<file path="src/pscp_pkg.sv">
// Constants for the pump serial command port
package pscp_pkg;
   // ----------------------------------------------------------------
   // Clock and link timing
   // ----------------------------------------------------------------
   localparam int CLK_HZ = 100_000_000;
   localparam logic [18:0] DIV_300 = 19'(CLK_HZ / 300);
   localparam logic [18:0] DIV_1200 = 19'(CLK_HZ / 1200);
   localparam logic [18:0] DIV_2400 = 19'(CLK_HZ / 2400);
   localparam logic [18:0] DIV_9600 = 19'(CLK_HZ / 9600);
   localparam logic [18:0] DIV_19200 = 19'(CLK_HZ / 19200);
   localparam int GAP_MS = 500;
   localparam int GAP_CYC = GAP_MS * (CLK_HZ / 1000);
   localparam logic [3:0] FRAME_BITS = 4'hA;
   // ----------------------------------------------------------------
   // Register map
   // ----------------------------------------------------------------
   localparam logic [7:0] OFS_CTRL = 8'h00;
   localparam logic [7:0] OFS_STATUS = 8'h04;
   localparam logic [7:0] OFS_ACTION = 8'h08;
   localparam logic [1:0] WIN_CMD = 2'h1;
   localparam logic [1:0] WIN_RESP = 2'h2;
   localparam int CTRL_BAUD_LSB = 0;
   localparam int CTRL_CHK_BIT = 3;
   localparam int CTRL_STN_LSB = 8;
   localparam int ACT_SEND_BIT = 0;
   localparam int ACT_ALARM_BIT = 1;
   localparam int ACT_SETUP_BIT = 2;
   localparam int ACT_STAT_LSB = 8;
   localparam int ACT_LEN_LSB = 16;
   localparam logic [2:0] BAUD_RST = 3'h4;
   localparam logic [6:0] STN_RST = 7'h00;
   localparam logic [6:0] STN_MAX = 7'h63;
   // ----------------------------------------------------------------
   // Framing characters and CRC
   // ----------------------------------------------------------------
   localparam logic [7:0] CH_STX = 8'h02;
   localparam logic [7:0] CH_ETX = 8'h03;
   localparam logic [7:0] CH_CR = 8'h0D;
   localparam logic [7:0] CH_SPACE = 8'h20;
   localparam logic [7:0] CH_DEL = 8'h7F;
   localparam logic [7:0] CH_ZERO = 8'h30;
   localparam logic [7:0] LEN_OVERHEAD = 8'h04;
   localparam logic [15:0] CRC_INIT = 16'hFFFF;
   localparam logic [15:0] CRC_POLY = 16'h1021;
endpackage

</file>
<file path="src/pscp_top.sv">
// Serial command front end: UART, address filter, framing, APB registers
//
// The placing of the registers and the APB register port were left to the implementer.
`timescale 1ns/10ps
`default_nettype none
module pscp_top #(
   parameter logic NV_CHECKED = 1'b0,
   parameter int GAP_CYCLES = pscp_pkg::GAP_CYC,
   // Bit times are divided by this; above 1 only to shorten simulation
   parameter int BIT_SCALE = 1
) (
   input wire logic core_clk,
   input wire logic rst,
   input wire logic psel,
   input wire logic penable,
   input wire logic pwrite,
   input wire logic [7:0] paddr,
   input wire logic [31:0] pwdata,
   output logic [31:0] prdata,
   output logic pready,
   output logic pslverr,
   input wire logic host_rxd,
   output logic host_txd,
   input wire logic net_rxd,
   output logic net_txd,
   input wire logic keypad_edit,
   output logic link_indicator
);
   typedef enum logic [1:0] {RX_IDLE, RX_START, RX_DATA, RX_STOP} pscp_rx_t;
   typedef enum logic [2:0] {
      P_IDLE, P_LEN, P_DATA, P_CRC1, P_CRC2, P_ETX
   } pscp_pr_t;
   typedef enum logic [1:0] {T_IDLE, T_LOAD, T_SHIFT} pscp_tx_t;
   typedef struct packed {
      logic [31:0] prdata;
      logic pready;
      logic pslverr;
      logic [1:0] hsync;
      logic [1:0] nsync;
      logic host_txd;
      logic net_txd;
      logic link;
      logic [2:0] baud;
      logic chk_sel;
      logic [6:0] station;
      pscp_rx_t rx;
      logic [18:0] rx_cnt;
      logic [2:0] rx_bit;
      logic [7:0] rx_sh;
      pscp_pr_t pr;
      logic [25:0] gap;
      logic [7:0] remain;
      logic [15:0] rx_crc;
      logic [7:0] crc_hi;
      logic [1:0] ndig;
      logic [6:0] addr;
      logic [4:0] clen;
      logic [15:0][7:0] cbuf;
      logic pending;
      logic cmd_chk;
      logic [15:0][7:0] rbuf;
      pscp_tx_t tx;
      logic tx_chk;
      logic tx_reply;
      logic [7:0] tx_stat;
      logic [4:0] tx_dlen;
      logic [4:0] tx_idx;
      logic [15:0] tx_crc;
      logic [9:0] tx_sh;
      logic [3:0] tx_bits;
      logic [18:0] tx_cnt;
   } pscp_state_t;
   pscp_state_t s, next_s;

   // ----------------------------------------------------------------
   // Helpers
   // ----------------------------------------------------------------
   function automatic logic [18:0] pscp_div(input logic [2:0] sel);
      case (sel)
         3'h0: pscp_div = 19'(pscp_pkg::DIV_300 / BIT_SCALE);
         3'h1: pscp_div = 19'(pscp_pkg::DIV_1200 / BIT_SCALE);
         3'h2: pscp_div = 19'(pscp_pkg::DIV_2400 / BIT_SCALE);
         3'h3: pscp_div = 19'(pscp_pkg::DIV_9600 / BIT_SCALE);
         default: pscp_div = 19'(pscp_pkg::DIV_19200 / BIT_SCALE);
      endcase
   endfunction

   function automatic logic [15:0] pscp_crc(input logic [15:0] c,
                                            input logic [7:0] b);
      logic [15:0] r;
      r = c ^ {b, 8'h00};
      for (int i = 0; i < 8; i++) begin
         r = r[15] ? ((r << 1) ^ pscp_pkg::CRC_POLY) : (r << 1);
      end
      pscp_crc = r;
   endfunction

   function automatic logic [7:0] pscp_digit(input logic [6:0] v,
                                             input logic tens);
      logic [6:0] q;
      q = v / 7'h0A;
      pscp_digit = pscp_pkg::CH_ZERO +
         {4'h0, tens ? q[3:0] : 4'(v - q * 7'h0A)};
   endfunction

   logic [18:0] div;
   logic [7:0] rb, ch, pay, txb;
   logic got, rx_line, wr, hit, end_cmd, crc_ok, acc_cmd;
   logic [7:0] plen;
   logic [31:0] rd;

   always_comb begin
      next_s = s;
      div = pscp_div(s.baud);
      got = 1'b0;
      rb = s.rx_sh;
      ch = 8'h00;
      end_cmd = 1'b0;
      crc_ok = 1'b0;
      acc_cmd = 1'b0;
      pay = 8'h00;
      txb = 8'h00;
      plen = 8'h00;
      rd = 32'h0000_0000;
      hit = 1'b1;
      rx_line = s.hsync[1];
      // -------------------------------------------------------------
      // Pin synchronisers and chain pass-through
      // -------------------------------------------------------------
      next_s.hsync = {s.hsync[0], host_rxd};
      next_s.nsync = {s.nsync[0], net_rxd};
      // Idle-high lines: AND merges downstream replies with our own
      next_s.net_txd = s.hsync[1];
      next_s.host_txd = s.nsync[1] & s.tx_sh[0];

      // -------------------------------------------------------------
      // Receiver, mid-bit sampling
      // -------------------------------------------------------------
      if (s.rx_cnt != 19'h00000) begin
         next_s.rx_cnt = s.rx_cnt - 19'h00001;
      end
      case (s.rx)
         RX_IDLE: if (!rx_line) begin
            next_s.rx = RX_START;
            next_s.rx_cnt = div >> 1;
         end
         RX_START: if (s.rx_cnt == 19'h00000) begin
            next_s.rx = rx_line ? RX_IDLE : RX_DATA;
            // Reload one short: the zero count is the bit's last cycle
            next_s.rx_cnt = div - 19'h00001;
            next_s.rx_bit = 3'h0;
         end
         RX_DATA: if (s.rx_cnt == 19'h00000) begin
            next_s.rx_sh = {rx_line, s.rx_sh[7:1]};
            next_s.rx_cnt = div - 19'h00001;
            next_s.rx_bit = s.rx_bit + 3'h1;
            if (s.rx_bit == 3'h7) begin
               next_s.rx = RX_STOP;
            end
         end
         RX_STOP: if (s.rx_cnt == 19'h00000) begin
            next_s.rx = RX_IDLE;
            got = rx_line; // Framing error drops the byte
         end
         default: next_s.rx = RX_IDLE;
      endcase

      // -------------------------------------------------------------
      // Packet parser
      // -------------------------------------------------------------
      if (s.pr != P_IDLE && s.gap != 26'(GAP_CYCLES)) begin
         next_s.gap = s.gap + 26'h0000001;
      end
      if (s.pr != P_IDLE && s.gap == 26'(GAP_CYCLES)) begin
         next_s.pr = P_IDLE;
         next_s.clen = 5'h00;
         next_s.ndig = 2'h0;
      end
      // Bytes arriving while a command is outstanding are lost
      if (got && !s.pending) begin
         next_s.gap = 26'h0000000;
         ch = rb;
         if (s.pr == P_IDLE && rb != pscp_pkg::CH_STX) begin
            // Upper case applies to plain commands only
            if (rb >= 8'h61 && rb <= 8'h7A) begin
               ch = rb - 8'h20;
            end
         end
         case (s.pr)
            P_IDLE: begin
               if (rb == pscp_pkg::CH_STX) begin
                  next_s.pr = P_LEN;
                  next_s.rx_crc = pscp_pkg::CRC_INIT;
                  next_s.clen = 5'h00;
                  next_s.ndig = 2'h0;
               end else if (!s.chk_sel) begin
                  if (rb == pscp_pkg::CH_CR) begin
                     end_cmd = 1'b1;
                     crc_ok = 1'b1;
                  end else if (rb > pscp_pkg::CH_SPACE &&
                               rb != pscp_pkg::CH_DEL) begin
                     got = 1'b1;
                  end else begin
                     got = 1'b0;
                  end
               end else begin
                  got = 1'b0; // Checked framing ignores plain text
               end
               if (rb == pscp_pkg::CH_STX || rb == pscp_pkg::CH_CR) begin
                  got = 1'b0;
               end
            end
            P_LEN: begin
               got = 1'b0;
               next_s.remain = rb - pscp_pkg::LEN_OVERHEAD;
               next_s.pr = (rb < pscp_pkg::LEN_OVERHEAD) ? P_IDLE :
                  (rb == pscp_pkg::LEN_OVERHEAD) ? P_CRC1 : P_DATA;
            end
            P_DATA: begin
               next_s.rx_crc = pscp_crc(s.rx_crc, rb);
               next_s.remain = s.remain - 8'h01;
               if (s.remain == 8'h01) begin
                  next_s.pr = P_CRC1;
               end
            end
            P_CRC1: begin
               got = 1'b0;
               next_s.crc_hi = rb;
               next_s.pr = P_CRC2;
            end
            P_CRC2: begin
               got = 1'b0;
               next_s.pr = P_ETX;
               next_s.rx_crc = {s.crc_hi, rb} ^ s.rx_crc;
            end
            P_ETX: begin
               got = 1'b0;
               end_cmd = 1'b1;
               // Corrupted packets vanish without reply
               crc_ok = rb == pscp_pkg::CH_ETX &&
                  s.rx_crc == 16'h0000;
            end
            default: begin
               got = 1'b0;
               next_s.pr = P_IDLE;
            end
         endcase
         if (got) begin
            // Up to two leading digits form the station number
            if (s.clen == 5'h00 && s.ndig != 2'h2 &&
                ch >= pscp_pkg::CH_ZERO && ch <= 8'h39) begin
               next_s.ndig = s.ndig + 2'h1;
               next_s.addr = 7'(s.addr * 7'h0A + 7'(ch[3:0]));
            end else if (s.clen != 5'h10) begin
               next_s.cbuf[s.clen[3:0]] = ch;
               next_s.clen = s.clen + 5'h01;
            end
         end
         if (end_cmd) begin
            next_s.pr = P_IDLE;
            next_s.ndig = 2'h0;
            next_s.addr = 7'h00;
            // Missing address defaults to zero because addr is cleared at reset and at each command end
            if (crc_ok && s.addr == s.station) begin
               next_s.pending = 1'b1;
               next_s.cmd_chk = s.pr == P_ETX;
               next_s.link = 1'b1;
               acc_cmd = 1'b1;
            end else begin
               next_s.clen = 5'h00;
            end
         end
      end

      // -------------------------------------------------------------
      // APB slave, one wait state
      // -------------------------------------------------------------
      case (paddr[7:6])
         2'h0: case (paddr)
            pscp_pkg::OFS_CTRL: rd = {17'h00000, s.station, 4'h0,
               s.chk_sel, s.baud};
            pscp_pkg::OFS_STATUS: rd = {23'h000000, s.clen,
               s.cmd_chk, s.tx != T_IDLE, s.link,
               s.pending & ~keypad_edit};
            pscp_pkg::OFS_ACTION: rd = 32'h0000_0000;
            default: hit = 1'b0;
         endcase
         pscp_pkg::WIN_CMD: rd = {24'h000000, s.cbuf[paddr[5:2]]};
         pscp_pkg::WIN_RESP: rd = {24'h000000, s.rbuf[paddr[5:2]]};
         default: hit = 1'b0;
      endcase
      next_s.pready = 1'b0;
      next_s.pslverr = 1'b0;
      if (psel && penable && !s.pready) begin
         next_s.pready = 1'b1;
         next_s.pslverr = ~hit;
         next_s.prdata = rd;
      end
      wr = psel && penable && s.pready && pwrite && !s.pslverr;
      if (wr && paddr == pscp_pkg::OFS_CTRL) begin
         next_s.baud = pwdata[pscp_pkg::CTRL_BAUD_LSB +: 3];
         // Takes effect at once, so the next reply is already framed
         next_s.chk_sel = pwdata[pscp_pkg::CTRL_CHK_BIT];
         if (pwdata[pscp_pkg::CTRL_STN_LSB +: 7] <=
             pscp_pkg::STN_MAX) begin
            next_s.station = pwdata[pscp_pkg::CTRL_STN_LSB +: 7];
         end
      end
      if (wr && paddr[7:6] == pscp_pkg::WIN_RESP) begin
         next_s.rbuf[paddr[5:2]] = pwdata[7:0];
      end
      if (wr && paddr == pscp_pkg::OFS_ACTION) begin
         // A command accepted in the same cycle keeps the flag set
         if (pwdata[pscp_pkg::ACT_SETUP_BIT] && !acc_cmd) begin
            next_s.link = 1'b0;
         end
         if (s.tx == T_IDLE &&
             ((pwdata[pscp_pkg::ACT_SEND_BIT] && s.pending &&
               !keypad_edit) ||
              (pwdata[pscp_pkg::ACT_ALARM_BIT] && s.chk_sel))) begin
            // Unsolicited sends need checked framing
            next_s.tx = T_LOAD;
            next_s.tx_chk = s.chk_sel;
            next_s.tx_reply = pwdata[pscp_pkg::ACT_SEND_BIT] &&
               s.pending && !keypad_edit;
            next_s.tx_stat = pwdata[pscp_pkg::ACT_STAT_LSB +: 8];
            next_s.tx_dlen = (pwdata[pscp_pkg::ACT_LEN_LSB +: 5] > 5'h10)
               ? 5'h10 : pwdata[pscp_pkg::ACT_LEN_LSB +: 5];
            next_s.tx_idx = 5'h00;
            next_s.tx_crc = pscp_pkg::CRC_INIT;
         end
      end

      // -------------------------------------------------------------
      // Transmitter and response framing
      // -------------------------------------------------------------
      plen = {3'h0, s.tx_dlen} + 8'h03;
      case (s.tx_idx)
         5'h00: pay = pscp_digit(s.station, 1'b1);
         5'h01: pay = pscp_digit(s.station, 1'b0);
         5'h02: pay = s.tx_stat;
         default: pay = s.rbuf[4'(s.tx_idx - 5'h03)];
      endcase
      if (s.tx_chk) begin
         if (s.tx_idx == 5'h00) txb = pscp_pkg::CH_STX;
         else if (s.tx_idx == 5'h01) txb = plen + pscp_pkg::LEN_OVERHEAD;
         else if ({3'h0, s.tx_idx} < plen + 8'h02) begin
            pay = s.tx_idx == 5'h02 ? pscp_digit(s.station, 1'b1) :
               s.tx_idx == 5'h03 ? pscp_digit(s.station, 1'b0) :
               s.tx_idx == 5'h04 ? s.tx_stat :
               s.rbuf[4'(s.tx_idx - 5'h05)];
            txb = pay;
         end else if ({3'h0, s.tx_idx} == plen + 8'h02) txb = s.tx_crc[15:8];
         else if ({3'h0, s.tx_idx} == plen + 8'h03) txb = s.tx_crc[7:0];
         else txb = pscp_pkg::CH_ETX;
      end else begin
         txb = ({3'h0, s.tx_idx} < plen) ? pay : pscp_pkg::CH_CR;
      end
      if (s.tx_cnt != 19'h00000) begin
         next_s.tx_cnt = s.tx_cnt - 19'h00001;
      end
      case (s.tx)
         T_IDLE: next_s.tx_sh = 10'h3FF;
         T_LOAD: begin
            // Completion shows as the first byte starts
            // Alarms and later bytes must not drop a newer command
            if (s.tx_reply && s.tx_idx == 5'h00) begin
               next_s.pending = 1'b0;
               next_s.clen = 5'h00;
            end
            next_s.tx_sh = {1'b1, txb, 1'b0};
            next_s.tx_bits = pscp_pkg::FRAME_BITS;
            next_s.tx_cnt = div - 19'h00001;
            next_s.tx = T_SHIFT;
            if (s.tx_chk && s.tx_idx >= 5'h02 &&
                {3'h0, s.tx_idx} < plen + 8'h02) begin
               next_s.tx_crc = pscp_crc(s.tx_crc, txb);
            end
         end
         T_SHIFT: if (s.tx_cnt == 19'h00000) begin
            next_s.tx_sh = {1'b1, s.tx_sh[9:1]};
            next_s.tx_cnt = div - 19'h00001;
            next_s.tx_bits = s.tx_bits - 4'h1;
            if (s.tx_bits == 4'h1) begin
               next_s.tx_idx = s.tx_idx + 5'h01;
               next_s.tx = ((s.tx_chk && {3'h0, s.tx_idx} ==
                  plen + 8'h04) || (!s.tx_chk &&
                  {3'h0, s.tx_idx} == plen)) ? T_IDLE : T_LOAD;
            end
         end
         default: next_s.tx = T_IDLE;
      endcase
   end

   always_ff @(posedge core_clk or posedge rst) begin
      if (rst) begin
         s <= '0;
         s.hsync <= 2'h3;
         s.nsync <= 2'h3;
         s.host_txd <= 1'b1;
         s.net_txd <= 1'b1;
         s.rx_sh <= 8'h00;
         s.tx_sh <= 10'h3FF;
         s.baud <= pscp_pkg::BAUD_RST;
         s.station <= pscp_pkg::STN_RST;
         // Stored framing choice applies straight after power-up
         s.chk_sel <= NV_CHECKED;
      end else begin
         s <= next_s;
      end
   end

   assign prdata = s.prdata;
   assign pready = s.pready;
   assign pslverr = s.pslverr;
   assign host_txd = s.host_txd;
   assign net_txd = s.net_txd;
   assign link_indicator = s.link;
endmodule
`default_nettype wire

</file>
<file path="config.mk">
export PLATFORM = sky130hd
export DESIGN_NAME = pscp_top
export DESIGN_NICKNAME = d
export VERILOG_FILES = /design/src/pscp_pkg.sv /design/src/pscp_top.sv
export SDC_FILE = /design/constraint.sdc
export NUM_CORES = 1
export LEC_CHECK = 0
export BUFFER_PORTS_ARGS = -buffer_cell sky130_fd_sc_hd__buf_2
export CAP_MARGIN = 20
export CORE_MARGIN = 2
export CORE_UTILIZATION = 40
export DETAILED_ROUTE_END_ITERATION = 10
export PLACE_DENSITY = 0.64
export SYNTH_ARGS = -nofsm -noshare
export SYNTH_HDL_FRONTEND = slang
export SYNTH_SLANG_ARGS = --single-unit
</file>
<file path="constraint.sdc">
create_clock -name core_clk -period 21.3 [get_ports core_clk]
set_clock_uncertainty 0.1 [all_clocks]
set_input_delay 0 -clock core_clk [delete_from_list [all_inputs] [get_ports core_clk]]
set_output_delay 0 -clock core_clk [all_outputs]
set_load 0.005 [all_outputs]
</file>
**Word-level counts from Yosys, hierarchy flattened**

Index checks and enable logic that the tools add are counted.

- Flip-flop bits (word level): 471
- Bits of input ports: 48
- Word-level logic and storage cells: 388
- Output and inout port bits: 37

- Add/sub/neg operators: 22
- Mux-type cells: 131
- Multiply operators: 2
- Order comparisons: 17
- Equality and inequality tests: 46
- Divide/modulo/power cells: 1
- Bitwise gates (word level): 24
- Reductions and logical operators: 78

Operators by type and width:

| cell | number |
|---|---|
| $mux 133 | 2 |
| $bwmux 128 | 2 |
| $mux 13 | 16 |
| $mux 205 | 1 |
| $mux 8 | 20 |
| $mux 142 | 1 |
| $bmux 8 s4 | 4 |
| $mux 38 | 2 |
| $pmux 19 s4 | 1 |
| $demux 8 s4 | 2 |
| $pmux 19 s3 | 1 |
| $sub 19x1->19 const B | 3 |
| $mux 5 | 10 |
| $mux 16 | 3 |
| $not 3->3 | 16 |
| $pmux 16 s3 | 1 |
| $xor 16x16->16 | 3 |
| $pmux 23 s2 | 1 |
| $pmux 15 s3 | 1 |
| $logic_not 19->1 | 2 |
| $mux 19 | 2 |
| $reduce_bool 19->1 | 2 |
| $mux 33 | 1 |
| $mux 32 | 1 |
| other kinds (90) | 223 |

**Depth between registers and ports, before layout**

Gate-level depths: netlist of run 1.

- Depth after elaboration: 29
- Depth in mapped cells: 21
- Depth with buffers taken out: 20

**Least setup slack after synthesis of run 1**

No wires, ideal clock.

- Kind: register to register
- From: register s[442] in the netlist's numbering
- To: register s[40] in the netlist's numbering
- Path slack: 16.422 ns
- Setup time: 0.137 ns
- Data required time: 21.063 ns
- Arrival time: 4.641 ns
- Cell stages (with the launch flop): 22
- Period minus slack after synthesis: 4.878 ns
- Buffers on the path: 1
- Cells stage by stage: dfrtp_1 clkbuf_1 o21ba_2 a221o_1 and2_1 inv_1 ha_1 nand2b_1 o21bai_1 a32o_1 a211oi_1 inv_1 ha_1 fa_1 or3_1 o21a_1 a32o_1 a221oi_1 xnor2_1 xnor2_1 xor2_1 a21oi_1

RTL lines:

| element | line | RTL |
|---|---|---|
| from (decl) | pscp_top.sv:73 | `pscp_state_t s, next_s;` |
| from (signal assigned) | pscp_top.sv:409 | `s <= next_s;` |

==> impl_metrics.env, run 1 <==
export IMPL_vias_per_cell=5.91
export IMPL_max_stage_delay_ns=0.61
export IMPL_rsz0062_at_grt="false"
export IMPL_sw_frac_of_total=0.237
export IMPL_port_buffers=56
export IMPL_ys_warn_count=0
export IMPL_synthXorXnorAreaFrac=0.0486
export IMPL_max_freq_ghz=0.171
export IMPL_drc=0
export IMPL_cellPowerDensity_nw_per_um2=63.0
export IMPL_root_buffer="clkbuf_16"
export IMPL_pin_count=85
export IMPL_post_synth_num_cell_types=96
export IMPL_slew_viol_final=0
export IMPL_setup_viol=0
export IMPL_synthMuxAreaShare=0.210
export IMPL_synth_seq_area_share=0.425
export IMPL_fp_row_count=96
export IMPL_die_height_um=268
export IMPL_synth_area_leader_cell="dfrtp_1"
export IMPL_die_area_um2=71600
export IMPL_cts_tree="yes"
export IMPL_max_clock_path_buffers=3
export IMPL_pwr_share_seq=0.484
export IMPL_pwr_share_comb=0.055
export IMPL_finalSetupTns_ns=0
export IMPL_p_sw_uw=459
export IMPL_synth_compound_area_frac=0.107
export IMPL_vdd_ir_drop_worst_v=0.0000507
export IMPL_min_period_over_period=0.275
export IMPL_crit_type="reg -> reg"
export IMPL_avgSynthCellArea_um2=10.8
export IMPL_cts_repair_resized=0
export IMPL_status="finished, final reports clean"
export IMPL_synth_edf_count=0
export IMPL_grt_ovfl_total=0
export IMPL_initial_core_util=0.405
export IMPL_final_antenna_net_count=0
export IMPL_netlist_top_cells_area="dfrtp_1, mux4_2, mux2_2, nand2_1, xnor2_1"
export IMPL_synth_flop_cell="dfrtp_1"
export IMPL_clock_latency_ns=0.62
export IMPL_hold_viol=0
export IMPL_drive_gt1_frac=0.220
export IMPL_power_internal_uw=1480
export IMPL_track_usage=0.210
export IMPL_path_clk_slew_ns=0.06
export IMPL_drtIter0Drc=2413
export IMPL_synthAdderAreaFrac=0.0295
export IMPL_ys_async_sr_fraction=1.00
export IMPL_wl_per_cell_um=21.1
export IMPL_grt_antenna_before_repair=4
export IMPL_wirelength_um=74800
export IMPL_synth_area_um2=27800
export IMPL_grt_pass1_vias=20800
export IMPL_grt_pass1_wl_um=119000
export IMPL_max_slew_margin=0.292
export IMPL_setup_ws_ns=15.45
export IMPL_fp_dieW_um=268
export IMPL_worst_pin_slew_ns=1.05
export IMPL_critPathLaunchType="flip-flop"
export IMPL_critical_path_max_fanout=13
export IMPL_gp_congestion=0.883
export IMPL_clkSinkCount=471
export IMPL_cap_viol_max_count=0
export IMPL_grt_start_max_net_pins=179
export IMPL_htree_levels=2
export IMPL_firstDrtPassIters=6
export IMPL_synth_top_cell_area_share=0.409
export IMPL_finalNetCount=2686
export IMPL_cp_end_kind="flip-flop"
export IMPL_min_path_type="in -> reg"
export IMPL_crit_arrival_ns=6.23
export IMPL_synth_cells=2582
export IMPL_vias=21000
export IMPL_path_cells="nor2b_1, o32a_1, and2_1, inv_1, ha_1, nand2b_1, o21bai_1, a32o_1, a211oi_1, inv_1, ha_1, fa_1, or3_1, o21a_1, a32o_1, a221oi_1, xnor2_1, xnor2_1, xor2_1, a21oi_1"
export IMPL_total_power_uw=1930
export IMPL_fp_coreArea_um2=68700
export IMPL_dp_hpwl_um=50100
export IMPL_fill_cells=6357
export IMPL_cellLeakagePower_uw=0.0132
export IMPL_cp_slowest_cell="dfrtp_1"
export IMPL_period_needed_ns=5.85
export IMPL_cts_made_buffers=49
export IMPL_ys_ff_latch=471
export IMPL_place_ws_ns=15.59
export IMPL_p_clk_frac=0.461
export IMPL_synth_top_family_by_area="multiplexers"
export IMPL_synthSimpleGateAreaFrac=0.136
export IMPL_syn_to_final_growth_pct=10.5
export IMPL_critPathRequiredTime_ns=21.68
-- worst max-delay path: cells and delay by family, from the launching register on --
kind,cells,cell delay [ns]
DFF,1,0.61
xor gates and xnor gates,3,0.72
AOI/OAI and AO/OA,8,2.11
and+or+nand+nor,4,1.05
buffers and inverters,2,0.17
adders and majority gates,3,0.94
-- sequential cells by signal, summed over array words and instances, names as in the netlist, 3 cells and up --
name	cells
rb	8
next_s	3
prdata	15
s	440
-- synth_stat cells, types with 14 or more instances --
master	n
ha_1	60
nor2_1	179
dfstp_2	17
nor3_1	61
a22oi_1	18
buf_1	24
a31oi_1	24
nand4_1	25
mux2i_1	22
xnor2_1	89
o21ai_1	55
mux2_2	200
dfrtp_1	454
o21ai_0	148
buf_2	19
a221oi_1	14
mux4_2	149
xor2_1	55
nand3_1	61
or3_1	21
nor4_1	25
inv_1	68
buf_4	32
nand2_1	283
a21oi_1	82
nor2b_1	17
clkbuf_1	120
-- what timing repair did --
action	CTS	global route
hold buffers	38	0
setup endpoints to repair	0	0
endpoints found under the hold margin	275	0
buffers inserted	0	0
-- layer usage --
layer  vias up  wire length (µm)  global-route usage
li1       9384                 -                   -
met3       137              4740              0.0366
met1     10700             33400               0.298
met5         -                41                   0
met2       748             34600               0.331
met4         6              2020              0.0613
-- layout by cell type, fill, tap and decap left out, drive strengths merged, types with 17 or more instances in the layout --
cell         count
o21ai          203
ha              60
dfstp           17
a22oi           18
mux4           149
or3             23
nor4            25
nor3            62
nand3           68
conb            17
mux2i           22
a31oi           24
a21oi           83
nand4           25
dfrtp          454
nand2          284
nor2b           17
dlygate4sd3     38
clkbuf          73
inv             71
mux2           200
xor2            55
buf             92
xnor2           89
nor2           180
-- worst paths after layout --
kind                                  startpoint  slack (ns)  depth (start not counted)                     to
min                                   pwdata[15]        0.02                          4      s[66]$_DFFE_PP0P_
max                           s[442]$_DFFE_PP0P_       15.45                         20        s[47]$_DFF_PP0_
min in group asynchronous                    rst        0.03                          3     s[390]$_DFFE_PP0P_
max in group asynchronous                    rst       18.76                          5        s[49]$_DFF_PP0_
max reg2reg                   s[442]$_DFFE_PP0P_       15.45                         20        s[47]$_DFF_PP0_
min reg2reg                next_s[453]$_DFF_PP1_        0.26                          0  next_s[448]$_DFF_PP1_
-- power groups by stage --
| stage | clock [µW] | combinational [µW] | sequential (µW) |
|---|---|---|---|
| after floorplan | 0 | 77.6 | 946 |
| after global placement | 0 | 97.8 | 950 |
| after detailed placement | 0 | 102 | 951 |
| after CTS | 907 | 108 | 935 |
| after global routing | 945 | 119 | 937 |
| final | 892 | 107 | 936 |
-- cells by family (layout without fill, tap and decap cells) --
family / after synthesis / count (layout)
other cells: 1 / 18
compound gates: 476 / 476
xor+xnor: 148 / 148
buf+inv: 273 / 290
mux: 371 / 371
simple gates: 778 / 778
flops: 471 / 471
fa+ha+maj: 64 / 64
-- through the flow --
| stage | hold slack (ns) | cells | instance area [µm²] | util |
|---|---|---|---|---|
| floorplan | -0.0955 | 2598 | 27900 | - |
| global placement | 0.00580 | 3412 | 28600 | 0.417 |
| detailed placement | 0.00722 | 3415 | 28700 | 0.417 |
| CTS | 0.0198 | 3544 | 30700 | 0.447 |
| global route | 0.0602 | 3547 | 30700 | 0.447 |
| finish | 0.0212 | 3547 | 30700 | 0.447 |
-- layout make-up --
| type | count | area [µm²] | area share |
|---|---|---|---|
| diodes | 1 | 2.50 | 0.0000814 |
| clock buffers | 73 | 1440 | 0.0467 |
| clock inverters | 18 | 221 | 0.00721 |
| inverters | 69 | 267 | 0.00867 |
| multi-input cells | 1854 | 14900 | 0.483 |
| flip-flops and latches | 471 | 11800 | 0.384 |
| well taps | 931 | 1160 | 0.0379 |
| repair buffers | 130 | 970 | 0.0316 |
Note: power is estimated with default switching activity, not from simulation.
==> run 2: changes to the inputs <==
- PLACE_DENSITY: 0.64 -> 0.66
- clock period: 21.3 -> 5.35 ns (I/O delays scaled with it)
==> impl_metrics.env, run 2 (synthesized netlist as in run 1, its figures left out) <==
export IMPL_cellPowerDensity_nw_per_um2=250
export IMPL_grt_pass1_wl_um=119000
export IMPL_mostFrequentLayoutCell="dfrtp_1"
export IMPL_min_period_over_period=0.936
export IMPL_p_clk_frac=0.464
export IMPL_vdd_ir_drop_worst_v=0.000232
export IMPL_pwr_share_seq=0.480
export IMPL_crit_end="s[40]$_DFF_PP0_"
export IMPL_max_stage_delay_ns=0.55
export IMPL_dpl_cell_area_um2=28800
export IMPL_syn_to_final_growth_pct=11.6
export IMPL_p_sw_uw=1830
export IMPL_wl_per_cell_um=21.1
export IMPL_cp_num_cells=20
export IMPL_crit_family="compound AO/OA/AOI/OAI gates"
export IMPL_hold_viol=0
export IMPL_max_freq_ghz=0.200
export IMPL_largest_reg_flops=440
export IMPL_rsz0062_at_grt="false"
export IMPL_crit_type="reg -> reg"
export IMPL_gp_congestion=0.907
export IMPL_initial_core_util=0.405
export IMPL_critical_path_max_fanout=11
export IMPL_dr_wl_met2_um=35000
export IMPL_worst_path_buf_inv=2
export IMPL_r2r_start="s[439]$_DFFE_PP0P_"
export IMPL_final_antenna_net_count=0
export IMPL_rr_endpoint="s[40]$_DFF_PP0_"
export IMPL_top_layer="met5"
export IMPL_grt_ovfl_total=0
export IMPL_max_slew_margin=0.209
export IMPL_vias=21100
export IMPL_cp_slowest_cell="dfrtp_1"
export IMPL_cap_viol_max_count=0
export IMPL_grt_start_max_net_pins=155
export IMPL_cts_made_buffers=52
export IMPL_dp_hpwl_um=51400
export IMPL_grt_pass1_vias=20800
export IMPL_total_power_uw=7760
export IMPL_wirelength_um=75400
export IMPL_critPathRequiredTime_ns=5.72
export IMPL_fp_dieW_um=268
export IMPL_root_buffer="clkbuf_16"
export IMPL_dp_cells=3435
export IMPL_clkSinkCount=471
export IMPL_cellLeakagePower_uw=0.0134
export IMPL_worst_pin_slew_ns=1.18
export IMPL_critPathLaunchType="flip-flop"
export IMPL_rrSetupSlack_ns=0.34
export IMPL_pin_count=85
export IMPL_drive_gt1_frac=0.227
export IMPL_path_cells="o21ba_2, a221o_1, and2_1, inv_1, ha_1, nand2b_1, o21bai_1, a32o_1, a211oi_1, inv_1, ha_1, fa_1, or3_1, o21a_1, a32o_1, a221oi_2, xnor2_1, xnor2_2, xor2_1, a21oi_1"
export IMPL_finalNetCount=2714
export IMPL_path_clk_slew_ns=0.06
export IMPL_sw_frac_of_total=0.236
export IMPL_fin_area_um2=31000
export IMPL_fp_coreArea_um2=68700
export IMPL_fp_row_count=96
export IMPL_firstDrtPassIters=6
export IMPL_crit_start="s[439]$_DFFE_PP0P_"
export IMPL_setup_viol=0
export IMPL_status="finished, final reports clean"
export IMPL_clock_latency_ns=0.61
export IMPL_max_clock_path_buffers=3
export IMPL_fin_util=0.451
export IMPL_slew_viol_final=0
export IMPL_met3_length_um=5710
export IMPL_vias_per_cell=5.90
export IMPL_power_internal_uw=5930
export IMPL_port_buffers=56
export IMPL_htree_levels=2
export IMPL_die_area_um2=71600
export IMPL_drc=0
export IMPL_fin_cells=3579
export IMPL_layout_common_cells="dfrtp_1, nand2_1, mux2_2"
export IMPL_cp_end_kind="flip-flop"
export IMPL_track_usage=0.211
export IMPL_die_height_um=268
export IMPL_setup_ws_ns=0.341
export IMPL_regMostFlops="s"
export IMPL_cts_tree="yes"
export IMPL_crit_arrival_ns=5.38
export IMPL_place_ws_ns=0.0292
export IMPL_grt_antenna_before_repair=3
export IMPL_wl_met1_um=32800
export IMPL_drtIter0Drc=1976
export IMPL_pwr_share_comb=0.056
export IMPL_min_path_type="in -> reg"
export IMPL_r2r_cells=20
export IMPL_period_needed_ns=5.01
run 2: cell count changes in the layout (fill, tap and decap cells not counted), sizes merged:
| cell | previous run | this run |
|---|---|---|
| clkinvlp | 2 | 5 |
| buf | 92 | 110 |
| clkbuf | 73 | 80 |
| inv | 71 | 67 |
| dlygate4sd3 | 38 | 43 |
| clkinv | 10 | 12 |
| bufinv | 4 | 3 |
| diode | 1 | 3 |
run 2: final cells by class:
| cell class | count | area, µm² |
|---|---|---|
| well taps | 931 | 1160 |
| clock inverters | 18 | 190 |
| repair buffers | 155 | 1180 |
| diodes | 3 | 7.51 |
| fillers | 6263 | 37700 |
| clock buffers | 78 | 1520 |
| multi-input cells | 1854 | 14900 |
| inverters | 69 | 263 |
| flip-flops and latches | 471 | 11800 |
run 2: how the worst min path moves through the flow:
stage | slack (ns) | to | from | depth (start not counted)
global placement | -0.05 | s[400]$_DFFE_PP0P_ | rst | 2
global route | 0.09 | s[66]$_DFFE_PP0P_ | pwdata[15] | 4
finish | 0.03 | s[66]$_DFFE_PP0P_ | pwdata[15] | 4
detailed placement | -0.04 | s[399]$_DFFE_PP0P_ | rst | 2
CTS | 0.01 | prdata[10]$_DFFE_PP0P_ | paddr[0] | 7
floorplan | -0.1 | next_s[451]$_DFF_PP1_ | net_rxd | 0
run 2: what timing repair did:
| item | CTS | global route |
|---|---|---|
| endpoints found under the setup margin | 1 | 4 |
| setup buffers | 0 | 0 |
| hold buffers | 43 | 0 |
| cloned | 0 | 0 |
| hold endpoints to repair | 546 | 0 |
| gates resized for setup | 1 | 5 |
run 2: metrics by stage:
step	TNS [ns]	hold WS, ns
floorplan	-506.20	-0.0955
global placement	0	-0.0520
detailed placement	0	-0.0412
CTS	0	0.0117
global route	0	0.0898
finish	0	0.0332
run 2: routing by layer:
| layer | vias to the layer above | track usage |
|---|---|---|
| li1 | 9417 | - |
| met1 | 10800 | 0.289 |
| met2 | 785 | 0.334 |
| met3 | 127 | 0.0466 |
| met4 | 4 | 0.0625 |
| met5 | - | 0 |
run 2: tightest hold or removal path, cell delays in order:
cell and delay [ns]:
dlygate4sd3_1 0.52, buf_2 0.10, nand2_1 0.04, nand2_1 0.05
run 2: power groups by stage:
| stage | logic, µW | registers, µW | clock network (µW) |
|---|---|---|---|
| final | 431 | 3730 | 3600 |
| after global routing | 481 | 3730 | 3820 |
| after CTS | 432 | 3730 | 3680 |
| after detailed placement | 407 | 3790 | 0 |
| after global placement | 391 | 3780 | 0 |
| after floorplan | 309 | 3770 | 0 |
